File: src/sar_adc_cfg.svh
// Constants of the converter control block.
`ifndef SAR_ADC_CFG_SVH
`define SAR_ADC_CFG_SVH
`define RESULT_WIDTH 16
`define ABORT_PATTERN 16'hFF00
`define SIGN_BIT 15
`define CONV_TIME_NS 1160
`define CLK_PERIOD_NS 100
`define CONV_CYCLES ((`CONV_TIME_NS) / (`CLK_PERIOD_NS))
`define CONV_CNT_WIDTH 5
`define PINS_IDLE 6'h3C
`endif

File: src/sar_adc_pkg.sv
// Types of the converter control block.
package sar_adc_pkg;
    typedef enum logic [2:0] {
        ST_WAIT = 3'b000,
        ST_SAMPLE = 3'b001,
        ST_CONVERT = 3'b010,
        ST_NAP = 3'b011,
        ST_DOWN = 3'b100
    } phase_e;
    typedef struct packed {
        logic conversion_start_n;
        logic chip_select_n;
        logic frame_sync;
        logic serial_clock;
        logic power_down_pin;
        logic output_format_select;
    } pins_s;
endpackage

File: src/sync2.sv
// Two-flop synchroniser for a bundle of pin levels.
`timescale 1ns/1ps
`include "sar_adc_cfg.svh"
module sync2 import sar_adc_pkg::*; (
    // Clock and reset.
    input wire logic core_clk_i,
    input wire logic reset_n_i,
    // Pins.
    input wire pins_s async_i,
    output pins_s sync_o
);
    typedef struct packed {
        pins_s meta;
        pins_s sync;
    } state_s;
    state_s state_r;
    state_s state_nxt;
    always_comb begin
        state_nxt = state_r;
        state_nxt.meta = async_i;
        state_nxt.sync = state_r.meta;
    end
    always_ff @(posedge core_clk_i or negedge reset_n_i) begin
        if (!reset_n_i) begin
            state_r <= '{meta: `PINS_IDLE, sync: `PINS_IDLE};
        end else begin
            state_r <= state_nxt;
        end
    end
    assign sync_o = state_r.sync;
endmodule // sync2

File: src/serial_out.sv
// Serial result shifter with frame control.
`timescale 1ns/1ps
`include "sar_adc_cfg.svh"
module serial_out import sar_adc_pkg::*; (
    // Clock and reset.
    input wire logic core_clk_i,
    input wire logic reset_n_i,
    // Frame control.
    input wire logic clear_i,
    input wire logic load_i,
    input wire logic shift_i,
    input wire logic [15:0] word_i,
    // Serial data pin.
    output logic serial_data_out_o,
    output logic serial_data_out_oe_o,
    input wire logic drive_i
);
    typedef struct packed {
        logic [15:0] shreg;
        logic oe;
    } state_s;
    state_s state_r;
    state_s state_nxt;
    always_comb begin
        state_nxt = state_r;
        state_nxt.oe = drive_i;
        if (clear_i) begin
            state_nxt.shreg = 16'h0000;
        end else if (load_i) begin
            state_nxt.shreg = word_i;
        end else if (shift_i) begin
            state_nxt.shreg = {state_r.shreg[14:0], 1'b0};
        end
    end
    always_ff @(posedge core_clk_i or negedge reset_n_i) begin
        if (!reset_n_i) begin
            state_r <= '0;
        end else begin
            state_r <= state_nxt;
        end
    end
    assign serial_data_out_o = state_r.shreg[`SIGN_BIT];
    assign serial_data_out_oe_o = state_r.oe;
endmodule // serial_out

File: src/sar_adc_ctrl.sv
// Conversion control and serial readout of a 16-bit converter.
//
// Functional notes
// - Busy high throughout conversion only.
// - Start acts only with chip select low.
// - Frame sync, serial clock need chip select.
// - Power-down resets and powers down.
// - Format pin picks binary or complement.
// - Later bits shift on serial clock rise.
// - Start fall in sampling begins conversion.
// - Start high, select low begins sampling.
// - Sampling condition at end: straight sampling.
// - No sampling command: enter wait.
// - Start low at end: enter nap.
// - Start fall during conversion aborts it.
// - After abort result reads FF00.
// - Readout independent of conversion control.
// - Read during conversion gives previous result.
// - Select fall shows top bit, frame-sync high.
// - Frame-sync rise, or busy fall with frame-sync high, reloads.
// - New frame start aborts current frame.
// - Complement is binary with top inverted.
`timescale 1ns/1ps
`include "sar_adc_cfg.svh"
module sar_adc_ctrl import sar_adc_pkg::*; (
    // Clock and reset.
    input wire logic core_clk_i,
    input wire logic reset_n_i,
    // Control pins.
    input wire logic conversion_start_n_i,
    input wire logic chip_select_n_i,
    input wire logic frame_sync_i,
    input wire logic serial_clock_i,
    input wire logic power_down_pin_i,
    input wire logic output_format_select_i,
    // Converter core.
    input wire logic [15:0] sample_code_i,
    output logic sampling_o,
    output logic nap_o,
    output logic powered_down_o,
    // Status and data.
    output logic busy_o,
    output logic serial_data_out_o,
    output logic serial_data_out_oe_o
);
    typedef struct packed {
        phase_e phase;
        logic [`CONV_CNT_WIDTH-1:0] conv_cnt;
        logic qual_start_n;
        logic cs_n_d;
        logic fs_d;
        logic sclk_d;
        logic fell_seen;
        logic [15:0] result;
        logic busy;
    } state_s;
    localparam logic [`CONV_CNT_WIDTH-1:0] CONV_LAST =
        `CONV_CNT_WIDTH'(`CONV_CYCLES - 1);

    state_s state_r;
    state_s state_nxt;
    pins_s pins_raw;
    pins_s pins;
    logic load;
    logic shift;
    logic clear;
    logic drive;

    // Converts a straight binary code to the selected format.
    function automatic logic [15:0] format_code(input logic [15:0] code, input logic twos);
        format_code = twos ? {~code[`SIGN_BIT], code[14:0]} : code;
    endfunction

    assign pins_raw = '{conversion_start_n: conversion_start_n_i,
                        chip_select_n: chip_select_n_i,
                        frame_sync: frame_sync_i,
                        serial_clock: serial_clock_i,
                        power_down_pin: power_down_pin_i,
                        output_format_select: output_format_select_i};

    sync2 u_sync (
        .core_clk_i(core_clk_i),
        .reset_n_i(reset_n_i),
        .async_i(pins_raw),
        .sync_o(pins)
    );

    logic q_fall;
    logic q_high;
    logic fs_q;
    logic sclk_q;
    logic cs_fall;
    logic fs_rise;
    logic sclk_rise;
    logic sclk_fall;
    logic busy_fall;

    always_comb begin
        state_nxt = state_r;
        q_fall = 1'b0;
        q_high = 1'b0;
        if (!pins.chip_select_n) begin
            state_nxt.qual_start_n = pins.conversion_start_n;
        end
        q_fall = state_r.qual_start_n && !state_nxt.qual_start_n;
        q_high = state_nxt.qual_start_n && !pins.chip_select_n;
        fs_q = pins.frame_sync && !pins.chip_select_n;
        sclk_q = pins.serial_clock && !pins.chip_select_n;
        state_nxt.cs_n_d = pins.chip_select_n;
        state_nxt.fs_d = fs_q;
        state_nxt.sclk_d = sclk_q;
        cs_fall = state_r.cs_n_d && !pins.chip_select_n;
        fs_rise = !state_r.fs_d && fs_q;
        sclk_rise = !state_r.sclk_d && sclk_q;
        sclk_fall = state_r.sclk_d && !sclk_q;
        busy_fall = 1'b0;
        case (state_r.phase)
            ST_WAIT, ST_NAP: begin
                if (q_high) begin
                    state_nxt.phase = ST_SAMPLE;
                end
            end
            ST_SAMPLE: begin
                if (q_fall) begin
                    state_nxt.phase = ST_CONVERT;
                    state_nxt.conv_cnt = '0;
                    state_nxt.busy = 1'b1;
                end
            end
            ST_CONVERT: begin
                if (q_fall) begin
                    state_nxt.phase = ST_WAIT;
                    state_nxt.busy = 1'b0;
                    busy_fall = 1'b1;
                    state_nxt.result = `ABORT_PATTERN;
                end else if (state_r.conv_cnt == CONV_LAST) begin
                    state_nxt.busy = 1'b0;
                    busy_fall = 1'b1;
                    state_nxt.result = sample_code_i;
                    if (q_high) begin
                        state_nxt.phase = ST_SAMPLE;
                    end else if (!state_nxt.qual_start_n) begin
                        state_nxt.phase = ST_NAP;
                    end else begin
                        state_nxt.phase = ST_WAIT;
                    end
                end else begin
                    state_nxt.conv_cnt = state_r.conv_cnt + `CONV_CNT_WIDTH'(1);
                end
            end
            ST_DOWN: begin
                if (!pins.power_down_pin) begin
                    state_nxt.phase = ST_WAIT;
                end
            end
            default: begin
                state_nxt.phase = ST_WAIT;
            end
        endcase
        load = cs_fall || fs_rise || (busy_fall && fs_q);
        if (load || pins.chip_select_n) begin
            state_nxt.fell_seen = 1'b0;
        end else if (sclk_fall) begin
            state_nxt.fell_seen = 1'b1;
        end
        shift = sclk_rise && state_r.fell_seen && !load;
        clear = pins.power_down_pin;
        if (pins.power_down_pin) begin
            state_nxt = '0;
            state_nxt.phase = ST_DOWN;
            state_nxt.qual_start_n = 1'b1;
            state_nxt.cs_n_d = 1'b1;
            load = 1'b0;
            shift = 1'b0;
        end
        drive = !pins.chip_select_n && !pins.power_down_pin;
    end

    always_ff @(posedge core_clk_i or negedge reset_n_i) begin
        if (!reset_n_i) begin
            state_r <= '{phase: ST_WAIT, conv_cnt: '0, qual_start_n: 1'b1, cs_n_d: 1'b1,
                         fs_d: 1'b0, sclk_d: 1'b0, fell_seen: 1'b0, result: 16'h0000,
                         busy: 1'b0};
        end else begin
            state_r <= state_nxt;
        end
    end

    serial_out u_serial (
        .core_clk_i(core_clk_i),
        .reset_n_i(reset_n_i),
        .clear_i(clear),
        .load_i(load),
        .shift_i(shift),
        .word_i(format_code(state_nxt.result, pins.output_format_select)),
        .serial_data_out_o(serial_data_out_o),
        .serial_data_out_oe_o(serial_data_out_oe_o),
        .drive_i(drive)
    );

    assign busy_o = state_r.busy;
    assign sampling_o = (state_r.phase == ST_SAMPLE);
    assign nap_o = (state_r.phase == ST_NAP);
    assign powered_down_o = (state_r.phase == ST_DOWN);
endmodule // sar_adc_ctrl

File: config.mk
export PLATFORM = sky130hd
export DESIGN_NAME = sar_adc_ctrl
export DESIGN_NICKNAME = d
export VERILOG_FILES = /design/src/sar_adc_pkg.sv /design/src/sync2.sv /design/src/serial_out.sv /design/src/sar_adc_ctrl.sv
export VERILOG_INCLUDE_DIRS = /design/src
export SDC_FILE = /design/constraint.sdc
export NUM_CORES = 1
export LEC_CHECK = 0
export ABC_CLOCK_PERIOD_IN_PS = 3030
export BUFFER_PORTS_ARGS = -buffer_cell sky130_fd_sc_hd__buf_2
export CAP_MARGIN = 20
export CORE_AREA = 2 2 89 83
export CTS_BUF_LIST = sky130_fd_sc_hd__clkbuf_8
export CTS_CLUSTER_DIAMETER = 150
export DETAILED_ROUTE_END_ITERATION = 16
export DIE_AREA = 0 0 91 85
export GPL_ROUTABILITY_DRIVEN = 0
export PLACE_DENSITY = 0.62
export SYNTH_ARGS = -nofsm -noshare
export SYNTH_HDL_FRONTEND = slang
export SYNTH_HIERARCHICAL = 1
export SYNTH_SLANG_ARGS = --single-unit
File: constraint.sdc
create_clock -name core_clk_i -period 3.03 [get_ports core_clk_i]
set_clock_uncertainty 0.05 [all_clocks]
set_input_delay 0.1515 -clock core_clk_i [delete_from_list [all_inputs] [get_ports core_clk_i]]
set_output_delay 0.1515 -clock core_clk_i [all_outputs]
set_load 0.05 [all_outputs]
==> impl_metrics.py, run 1 <==
metrics = {
    "outcome": {
        "outcome": "finished, final reports clean",
    },
    "detailed_routing": {
        "remaining_drc_errors": 0,
        "antenna_left": 0,
        "wire_per_inst_um": 13.9,
        "drt_iter0_markers": 74,
        "first_pass_iters": 4,
        "wl_um": 4990,
        "viasPerCell": 4.88,
        "dr_total_vias": 1747,
    },
    "final_layout": {
        "num_antenna_cells": 0,
        "area_delta_synth_final_pct": 20.2,
        "post-route-util_pct": 46.6,
        "fillerInstances": 682,
        "nNetsFinal": 286,
        "drive_above_1_share_pct": 29.1,
    },
    "floorplan": {
        "core_um2": 6820,
        "initial_core_util_pct": 38.8,
        "dieHeight_um": 85,
        "dieArea_um2": 7740,
        "rows": 29,
        "pin_count": 30,
        "die_x_um": 91,
    },
    "critical_path": {
        "reg2reg_slack_ns": 0.41,
        "critPathTopFamily": "simple AND/OR/NAND/NOR gates",
        "timing.rr.start": "u_sync/sync_o[4]",
        "cp-end-kind": "flip-flop",
        "crit_buf_inv": 1,
        "cp.arrival_ns": 2.82,
        "cp.required_ns": 3.22,
        "criticalPathCategory": "reg2reg",
        "path_max_fanout": 9,
        "crit_path_cell_trace": "or3b_1 -> a21boi_4 -> o22a_2 -> nor2_1 -> buf_4 -> mux2i_1 -> a211oi_1",
        "setup.worst_path.start": "u_sync/sync_o[4]",
        "slowest_delay_ns": 0.62,
        "critPathSlowestCell": "nor2_1",
        "ff2ff_path_depth": 7,
        "critPathLaunchType": "flip-flop",
        "timing.rr.end": "u_serial/state_r[13]",
    },
    "logic_synthesis": {
        "ys_seq_area_share_pct": 56.3,
        "synth_warnings": 6,
        "synth_seq_cells": 59,
        "yosysMostFrequentCell": "dfrtp_1",
        "synth_simple_gate_area_share_pct": 16.0,
        "synth-compound-area-share_pct": 15.7,
        "syn_area_um2": 2650,
        "synthAdderAreaFrac_pct": 0.946,
        "synth_commonest_cells": "49 x dfrtp_1, 16 x nor2b_1, 15 x mux2i_1",
        "syn-instance-count": 214,
        "synth_top_area_share_pct": 46.3,
        "synthFlopType": "dfrtp_1",
        "synth_top_family_by_area": "simple AND/OR/NAND/NOR gates",
        "synthArstFlopShare_pct": 100,
        "synth_xor_area_share_pct": 0.662,
        "synth_area_leader_cell": "dfrtp_1",
        "avgSynthCellArea_um2": 12.4,
        "ys_types": 49,
        "synth_enable_flop_cells": 0,
        "synth.area.top_cells": "dfrtp_1 46%, dfstp_2 9.9%, mux2i_1 5.7%, nor2b_1 3.8%, a211oi_1 3.4%",
        "muxShareOfSynthArea_pct": 5.67,
        "syn_nets": 240,
    },
    "global_route": {
        "antenna_found_initial": 0,
        "grtUsageTotal_pct": 14.7,
        "grt_pass1_wl_um": 8710,
        "grt_pass1_vias": 1814,
        "overflow": 0,
        "grt_max_degree": 36,
    },
    "placed_design": {
        "dpl.hpwl_um": 3300,
        "io_buffers": 29,
    },
    "pwr": {
        "clkPwrFrac_pct": 42.6,
        "p_seq_share_pct": 50.2,
        "max-vdd-ir-drop_mv": 0.296,
        "leakage_nw": 1.42,
        "switchingPower_uw": 378,
        "switching_share_pct": 22.7,
        "power.density_nw_per_um2": 523,
        "combPwrFrac_pct": 7.2,
        "internal_power_mw": 1.28,
    },
    "timing": {
        "final_hold_viol_count": 0,
        "relSlewSlack_pct": 47.1,
        "fin_setup_tns_ns": 0,
        "setup_viol": 0,
        "tightest_slew_ns": 0.790,
        "fmax_ghz": 0.381,
        "min_period_ns": 2.62,
        "post-route-period-util_pct": 86.6,
        "rsz0062_at_grt": "no",
        "final-max-slew-violation-count": 0,
    },
    "clock_tree": {
        "path_clk_slew_ns": 0.07,
        "clockBufferDepth": 2,
        "clock_latency_ns": 0.34,
        "root_buffer": "clkbuf_8",
        "cts_max_level": 3,
        "cts_tree": "built",
        "cts.sinks": 59,
        "cts_made_buffers": 9,
    },
    "hold_path": {
        "hp-class": "in2reg",
        "whs_endpoint": "state_r[1]",
        "hold_start": "sample_code_i[0]",
        "whs_path_depth": 2,
    },
    "job": {
        "maxCapViolCount": 0,
    },
}
worst reg2reg max path, stage by stage (launching register included):
cell	delay (ns)
dfstp_2	0.60
or3b_1	0.27
a21boi_4	0.09
o22a_2	0.23
nor2_1	0.62
buf_4	0.32
mux2i_1	0.09
a211oi_1	0.26
kinds of logic after synthesis:
| group | after synthesis |
|---|---|
| AO/OA/AOI/OAI | 51 |
| XOR/XNOR | 2 |
| adder cells (fa/ha/maj) | 2 |
| buffers and inverters | 22 |
| flip-flops | 59 |
| multiplexers | 15 |
| AND/OR/NAND/NOR | 63 |
cell usage in the layout (no fill, tap or decap), types with 4 or more instances in the layout:
cell / count
dfrtp_1: 49
dlygate4sd3_1: 12
nand2_1: 4
nor2_1: 14
nor2b_1: 16
dfstp_2: 10
buf_2: 29
a211oi_1: 12
a21oi_1: 5
a22o_1: 7
buf_4: 6
clkbuf_8: 11
mux2i_1: 15
inv_1: 13
o22ai_1: 7
stage by stage:
step	std cells	power [mW]	hold WS, ns	area [µm²]	setup WS [ns]
after floorplan	214	0.910	-0.194	2650	0.592
after global placement	330	0.958	0.208	2860	0.496
after detailed placement	330	0.958	0.208	2860	0.393
after CTS	358	1.69	0.0110	3180	0.396
after global routing	358	1.74	0.0281	3180	0.243
final	358	1.66	0.0276	3180	0.406
per-layer routing:
metal	routed length (µm)	GRT usage, %
met1	2460	19.4
met2	2190	21.5
met3	213	4.44
met4	120	8.26
met5	0	0
flip-flops by register name (all words and copies together), names as in the netlist:
register	count
u_sync/state_nxt	6
u_serial/serial_data_out_oe_o	1
busy_o	1
u_serial/serial_data_out_o	1
state_r	29
u_sync/sync_o	6
u_serial/state_r	15
timing repair:
item	CTS	global route
hold buffers	12	0
setup buffers	0	0
resized for setup	0	0
endpoints found under the hold margin	39	0
worst max path at each step:
stage / endpoint / depth (start not counted) / slack (ns)
floorplan: state_r[22] / 4 / 0.59
global placement: u_serial/state_r[12] / 7 / 0.50
detailed placement: u_serial/state_r[13] / 7 / 0.39
CTS: u_serial/state_r[12] / 7 / 0.40
global route: u_serial/state_r[12] / 7 / 0.24
finish: u_serial/state_r[13] / 7 / 0.41
power groups by stage:
stage | sequential [mW] | combinational [mW] | clock, mW
floorplan | 0.849 | 0.0604 | 0
global placement | 0.848 | 0.110 | 0
detailed placement | 0.848 | 0.110 | 0
CTS | 0.834 | 0.122 | 0.738
global route | 0.837 | 0.134 | 0.771
finish | 0.834 | 0.119 | 0.709
layout make-up:
cell class / instances / area [µm²] / share of cell area (%)
Multi-Input combinational cell: 133 / 1030 / 32.4
Clock buffer: 11 / 151 / 4.76
Sequential cell: 59 / 1490 / 46.8
Timing Repair Buffer: 47 / 310 / 9.76
Tap cell: 93 / 116 / 3.66
Clock inverter: 5 / 46.3 / 1.46
Inverter: 10 / 37.5 / 1.18
Power figures use the tool's default switching activity.
==> run 2, diff against run 1 <==
--- a/config.mk
+++ b/config.mk
@@ -15,6 +15,7 @@
 export DETAILED_ROUTE_END_ITERATION = 16
 export DIE_AREA = 0 0 91 85
 export GPL_ROUTABILITY_DRIVEN = 0
+export GPL_TIMING_DRIVEN = 0
 export PLACE_DENSITY = 0.62
 export SYNTH_ARGS = -nofsm -noshare
 export SYNTH_HDL_FRONTEND = slang
==> impl_metrics.py, run 2 (synthesized netlist as in run 1, its figures left out) <==
metrics = {
    "critical_path": {
        "timing.rr.start": "state_r[21]",
        "reg2reg_slack_ns": 0.38,
        "timing.rr.end": "u_serial/state_r[3]",
        "cp.required_ns": 3.20,
        "cp.arrival_ns": 2.82,
        "criticalPathCategory": "reg2reg",
        "path_max_fanout": 10,
        "critPathLaunchType": "flip-flop",
        "cp-end-kind": "flip-flop",
        "ff2ff_path_depth": 9,
    },
    "clock_tree": {
        "cts_made_buffers": 9,
        "clock_latency_ns": 0.34,
        "root_buffer": "clkbuf_8",
        "cts_tree": "built",
        "clockBufferDepth": 2,
        "cts-resized-gates": 0,
        "cts.sinks": 59,
        "cts_max_level": 3,
        "path_clk_slew_ns": 0.06,
    },
    "timing": {
        "min_period_ns": 2.65,
        "fmax_ghz": 0.377,
        "fin_setup_tns_ns": 0,
        "relSlewSlack_pct": 61.3,
        "tightest_slew_ns": 0.580,
        "final-max-slew-violation-count": 0,
        "final_hold_viol_count": 0,
        "layout_setup_ws_ns": 0.380,
        "setup_viol": 0,
        "rsz0062_at_grt": "no",
        "post-route-period-util_pct": 87.5,
    },
    "detailed_routing": {
        "wire_per_inst_um": 14.1,
        "viasPerCell": 4.92,
        "wl_um": 5080,
        "drt_iter0_markers": 88,
        "antenna_left": 0,
        "first_pass_iters": 4,
        "remaining_drc_errors": 0,
        "dr_total_vias": 1775,
    },
    "hold_path": {
        "hold_start": "sample_code_i[4]",
        "whs_path_depth": 2,
        "whs_endpoint": "state_r[5]",
        "hp-class": "in2reg",
    },
    "final_layout": {
        "final_cell_mix": "49 x dfrtp_1, 31 x buf_2, 16 x nor2b_1",
        "nNetsFinal": 289,
        "regMostFlops": "state_r",
        "design_area_um2": 3200,
        "multi_input_area_um2": 1030,
        "final_common_cell": "dfrtp_1",
        "top_regs": "state_r: 29 flops, u_serial/state_r: 15 flops",
        "drive_above_1_share_pct": 30.2,
        "seq_area_um2": 1490,
        "area_delta_synth_final_pct": 21.0,
        "fillerInstances": 684,
        "largest_register_ff_count": 29,
        "num_antenna_cells": 0,
    },
    "pwr": {
        "combPwrFrac_pct": 7.3,
        "p_seq_share_pct": 50.3,
        "leakage_nw": 1.41,
        "power.density_nw_per_um2": 518,
        "switching_share_pct": 23.8,
        "internal_power_mw": 1.26,
        "max-vdd-ir-drop_mv": 0.302,
        "clkPwrFrac_pct": 42.4,
        "switchingPower_uw": 394,
    },
    "global_route": {
        "grt_pass1_wl_um": 8590,
        "grtUsageTotal_pct": 14.3,
        "grt_max_degree": 40,
        "grt_pass1_vias": 1788,
        "antenna_found_initial": 0,
        "overflow": 0,
    },
    "outcome": {
        "outcome": "finished, final reports clean",
    },
    "placed_design": {
        "dpl.hpwl_um": 3430,
        "place_ws_ns": 0.347,
        "placed_cell_area_um2": 2930,
        "io_buffers": 29,
    },
    "floorplan": {
        "dieHeight_um": 85,
        "rows": 29,
        "pin_count": 30,
        "die_x_um": 91,
        "core_um2": 6820,
        "initial_core_util_pct": 38.8,
        "dieArea_um2": 7740,
    },
    "job": {
        "maxCapViolCount": 0,
    },
}
[run 2: routing by layer]
layer	GRT usage [%]	up-vias	wire length, µm
met2	20.4	36	2200
met1	20.4	868	2610
met5	0	-	0
met4	4.55	0	53
li1	-	862	-
met3	5.15	9	214
[run 2: final cells by class]
type	instances	area share, %
timing repair buffer	38	7.66
clock inverter	6	1.76
clock buffer	10	4.30
inverter	10	1.17
tap	93	3.63
buffer	12	2.81
multi-input combinational	133	32.2
sequential	59	46.5
[run 2: worst max-delay path by stage]
| stage | start | to | slack, ns | cells after the start |
|---|---|---|---|---|
| 2_1_floorplan | state_r[27] | state_r[22] | 0.59 | 4 |
| 3_3_place_gp | state_r[21] | u_serial/state_r[3] | 0.36 | 9 |
| 3_5_place_dp | state_r[21] | u_serial/state_r[3] | 0.35 | 9 |
| 4_1_cts | state_r[21] | u_serial/state_r[3] | 0.36 | 9 |
| 5_1_grt | state_r[21] | u_serial/state_r[3] | 0.21 | 9 |
| 6_report | state_r[21] | u_serial/state_r[3] | 0.38 | 9 |
[run 2: worst max-delay path: stages (launching register included)]
cell      delay [ns]
dfstp_2         0.56
or3b_1          0.36
buf_6           0.14
a21boi_4        0.15
buf_6           0.17
o22a_2          0.17
and2_1          0.29
clkbuf_1        0.33
nor2b_1         0.24
a211oi_2        0.06
[run 2: metrics by stage]
stage / cells / util (%) / power (mW) / hold WS (ns)
floorplan: 214 / - / 0.910 / -0.194
global placement: 336 / 42.6 / 0.958 / 0.207
detailed placement: 337 / 42.9 / 0.963 / 0.0921
CTS: 361 / 46.9 / 1.68 / 0.00134
global route: 361 / 46.9 / 1.73 / 0.00815
finish: 361 / 46.9 / 1.66 / 0.0101
[run 2: what timing repair did]
item,in CTS,in global routing
hold buffers,8,0
setup buffers,0,0
hold endpoints to repair,21,0
[run 2: power groups by stage]
| stage | Sequential, mW | Combinational [mW] | Clock [mW] |
|---|---|---|---|
| finish | 0.834 | 0.121 | 0.703 |
| global route | 0.837 | 0.136 | 0.761 |
| CTS | 0.834 | 0.124 | 0.722 |
| detailed placement | 0.848 | 0.116 | 0 |
| global placement | 0.847 | 0.111 | 0 |
| floorplan | 0.849 | 0.0604 | 0 |
==> run 3, diff against run 2 <==
--- a/config.mk
+++ b/config.mk
@@ -9,11 +9,11 @@
 export ABC_CLOCK_PERIOD_IN_PS = 3030
 export BUFFER_PORTS_ARGS = -buffer_cell sky130_fd_sc_hd__buf_2
 export CAP_MARGIN = 20
-export CORE_AREA = 2 2 89 83
+export CORE_AREA = 2 2 85 87
 export CTS_BUF_LIST = sky130_fd_sc_hd__clkbuf_8
 export CTS_CLUSTER_DIAMETER = 150
 export DETAILED_ROUTE_END_ITERATION = 16
-export DIE_AREA = 0 0 91 85
+export DIE_AREA = 0 0 87 89
 export GPL_ROUTABILITY_DRIVEN = 0
 export GPL_TIMING_DRIVEN = 0
 export PLACE_DENSITY = 0.62
==> impl_metrics.py, run 3 (synthesized netlist as in run 1, its figures left out) <==
metrics = {
    "timing": {
        "rsz0062_at_grt": "no",
        "tightest_slew_ns": 0.521,
        "final-max-slew-violation-count": 0,
        "final_hold_viol_count": 0,
        "relSlewSlack_pct": 65.3,
        "layout_setup_ws_ns": 0.392,
        "post-route-period-util_pct": 87.1,
        "setup_viol": 0,
        "fin_setup_tns_ns": 0,
        "min_period_ns": 2.64,
        "fmax_ghz": 0.379,
    },
    "pwr": {
        "leakage_nw": 1.42,
        "max-vdd-ir-drop_mv": 0.245,
        "power.density_nw_per_um2": 503,
    },
    "detailed_routing": {
        "drt_iter0_markers": 77,
        "remaining_drc_errors": 0,
        "wl_um": 5030,
        "wire_per_inst_um": 14.5,
        "dr_total_vias": 1754,
        "antenna_left": 0,
        "first_pass_iters": 4,
        "viasPerCell": 5.04,
    },
    "global_route": {
        "grt_pass1_wl_um": 8500,
        "grt_pass1_vias": 1701,
        "overflow": 0,
        "grt_max_degree": 38,
        "grtUsageTotal_pct": 14.7,
        "antenna_found_initial": 0,
    },
    "placed_design": {
        "dpl.hpwl_um": 3380,
        "io_buffers": 29,
        "place_ws_ns": 0.365,
    },
    "final_layout": {
        "num_antenna_cells": 0,
        "top_regs": "state_r: 29 flops, u_serial/state_r: 15 flops",
        "area_delta_synth_final_pct": 20.0,
        "largest_register_ff_count": 29,
        "regMostFlops": "state_r",
        "final_common_cell": "dfrtp_1",
        "nNetsFinal": 289,
        "drive_above_1_share_pct": 29.9,
        "final_cell_mix": "49 x dfrtp_1, 31 x buf_2, 16 x nor2b_1",
    },
    "job": {
        "maxCapViolCount": 0,
    },
    "floorplan": {
        "rows": 30,
        "dieArea_um2": 7740,
        "initial_core_util_pct": 39.4,
        "dieHeight_um": 89,
        "core_um2": 6720,
        "die_x_um": 87,
        "pin_count": 30,
    },
    "clock_tree": {
        "cts_tree": "built",
        "cts.sinks": 59,
        "cts-resized-gates": 0,
        "clock_latency_ns": 0.34,
        "path_clk_slew_ns": 0.06,
        "cts_made_buffers": 9,
        "clockBufferDepth": 2,
        "root_buffer": "clkbuf_8",
        "cts_max_level": 3,
    },
    "critical_path": {
        "cp-end-kind": "flip-flop",
        "criticalPathCategory": "reg2reg",
        "critPathSlowestCell": "dfstp_2",
        "critPathLaunchType": "flip-flop",
        "crit_path_cell_trace": "or3b_1 -> buf_6 -> a21boi_4 -> buf_6 -> o22a_2 -> and2_1 -> clkbuf_1 -> nor2b_1 -> a211oi_2",
        "cpMostUsedCell": "buf_6",
        "slowest_delay_ns": 0.56,
        "cp.required_ns": 3.19,
        "cp.arrival_ns": 2.80,
        "path_max_fanout": 10,
    },
    "outcome": {
        "outcome": "finished, final reports clean",
    },
    "hold_path": {
        "hp-class": "in2reg",
    },
}
## run 3: final timing paths
kind | start | to | slack [ns] | cells after the start
setup / recovery | state_r[21] | u_serial/state_r[3] | 0.39 | 9
hold / removal | sample_code_i[3] | state_r[4] | 0.02 | 2
setup reg to reg | state_r[21] | u_serial/state_r[3] | 0.39 | 9
hold reg to reg | u_sync/state_nxt[0] | u_sync/sync_o[0] | 0.30 | 0
max in group asynchronous | reset_n_i | state_r[21] | 2.01 | 3
min in group asynchronous | reset_n_i | state_r[6] | 0.28 | 2
## run 3: report_power, final
part	total, mW	switching (mW)	leakage, nW	internal, mW
Combinational	0.121	0.0696	0.542	0.0518
Sequential	0.834	0.0158	0.768	0.819
Clock	0.641	0.286	0.105	0.355
Total	1.60	0.372	1.42	1.22
## run 3: per-stage QoR
stage | total power, mW | cells | util (%) | area, µm² | hold WS, ns
CTS | 1.63 | 348 | 47.2 | 3170 | 0.00766
finish | 1.60 | 348 | 47.2 | 3170 | 0.0210
global route | 1.67 | 348 | 47.2 | 3170 | 0.0248
global placement | 0.958 | 323 | 43.0 | 2890 | 0.208
floorplan | 0.910 | 214 | - | 2650 | -0.194
detailed placement | 0.963 | 324 | 43.3 | 2910 | 0.107
## run 3: critical path: cells and delay by family, from the launching register on
family	cells	cell delay, ns
and+or+nand+nor	3	0.87
buffers and inverters	3	0.66
DFF	1	0.56
AOI/OAI and AO/OA	3	0.38
## run 3: cell type report
type	instances	area [µm²]
fillers	625	3540
well taps	80	100
flip-flops and latches	59	1490
clock inverters	4	17.5
plain buffers	12	90.1
inverters	10	37.5
multi-input cells	133	1030
clock buffers	12	165
repair buffers	38	245
## run 3: routing by layer
layer / track usage, % / share of wire, % / vias to the layer above
met5: 0 / 0 / -
met4: 9.66 / 3.0 / 0
met3: 3.69 / 3.4 / 12
met2: 20.8 / 44 / 30
met1: 19.9 / 49 / 852
li1: - / - / 860
## run 3: timing repair
action / 4_1_cts / 5_1_grt
hold buffers: 8 / 0
setup buffers: 0 / 0
hold endpoints to repair: 25 / 0
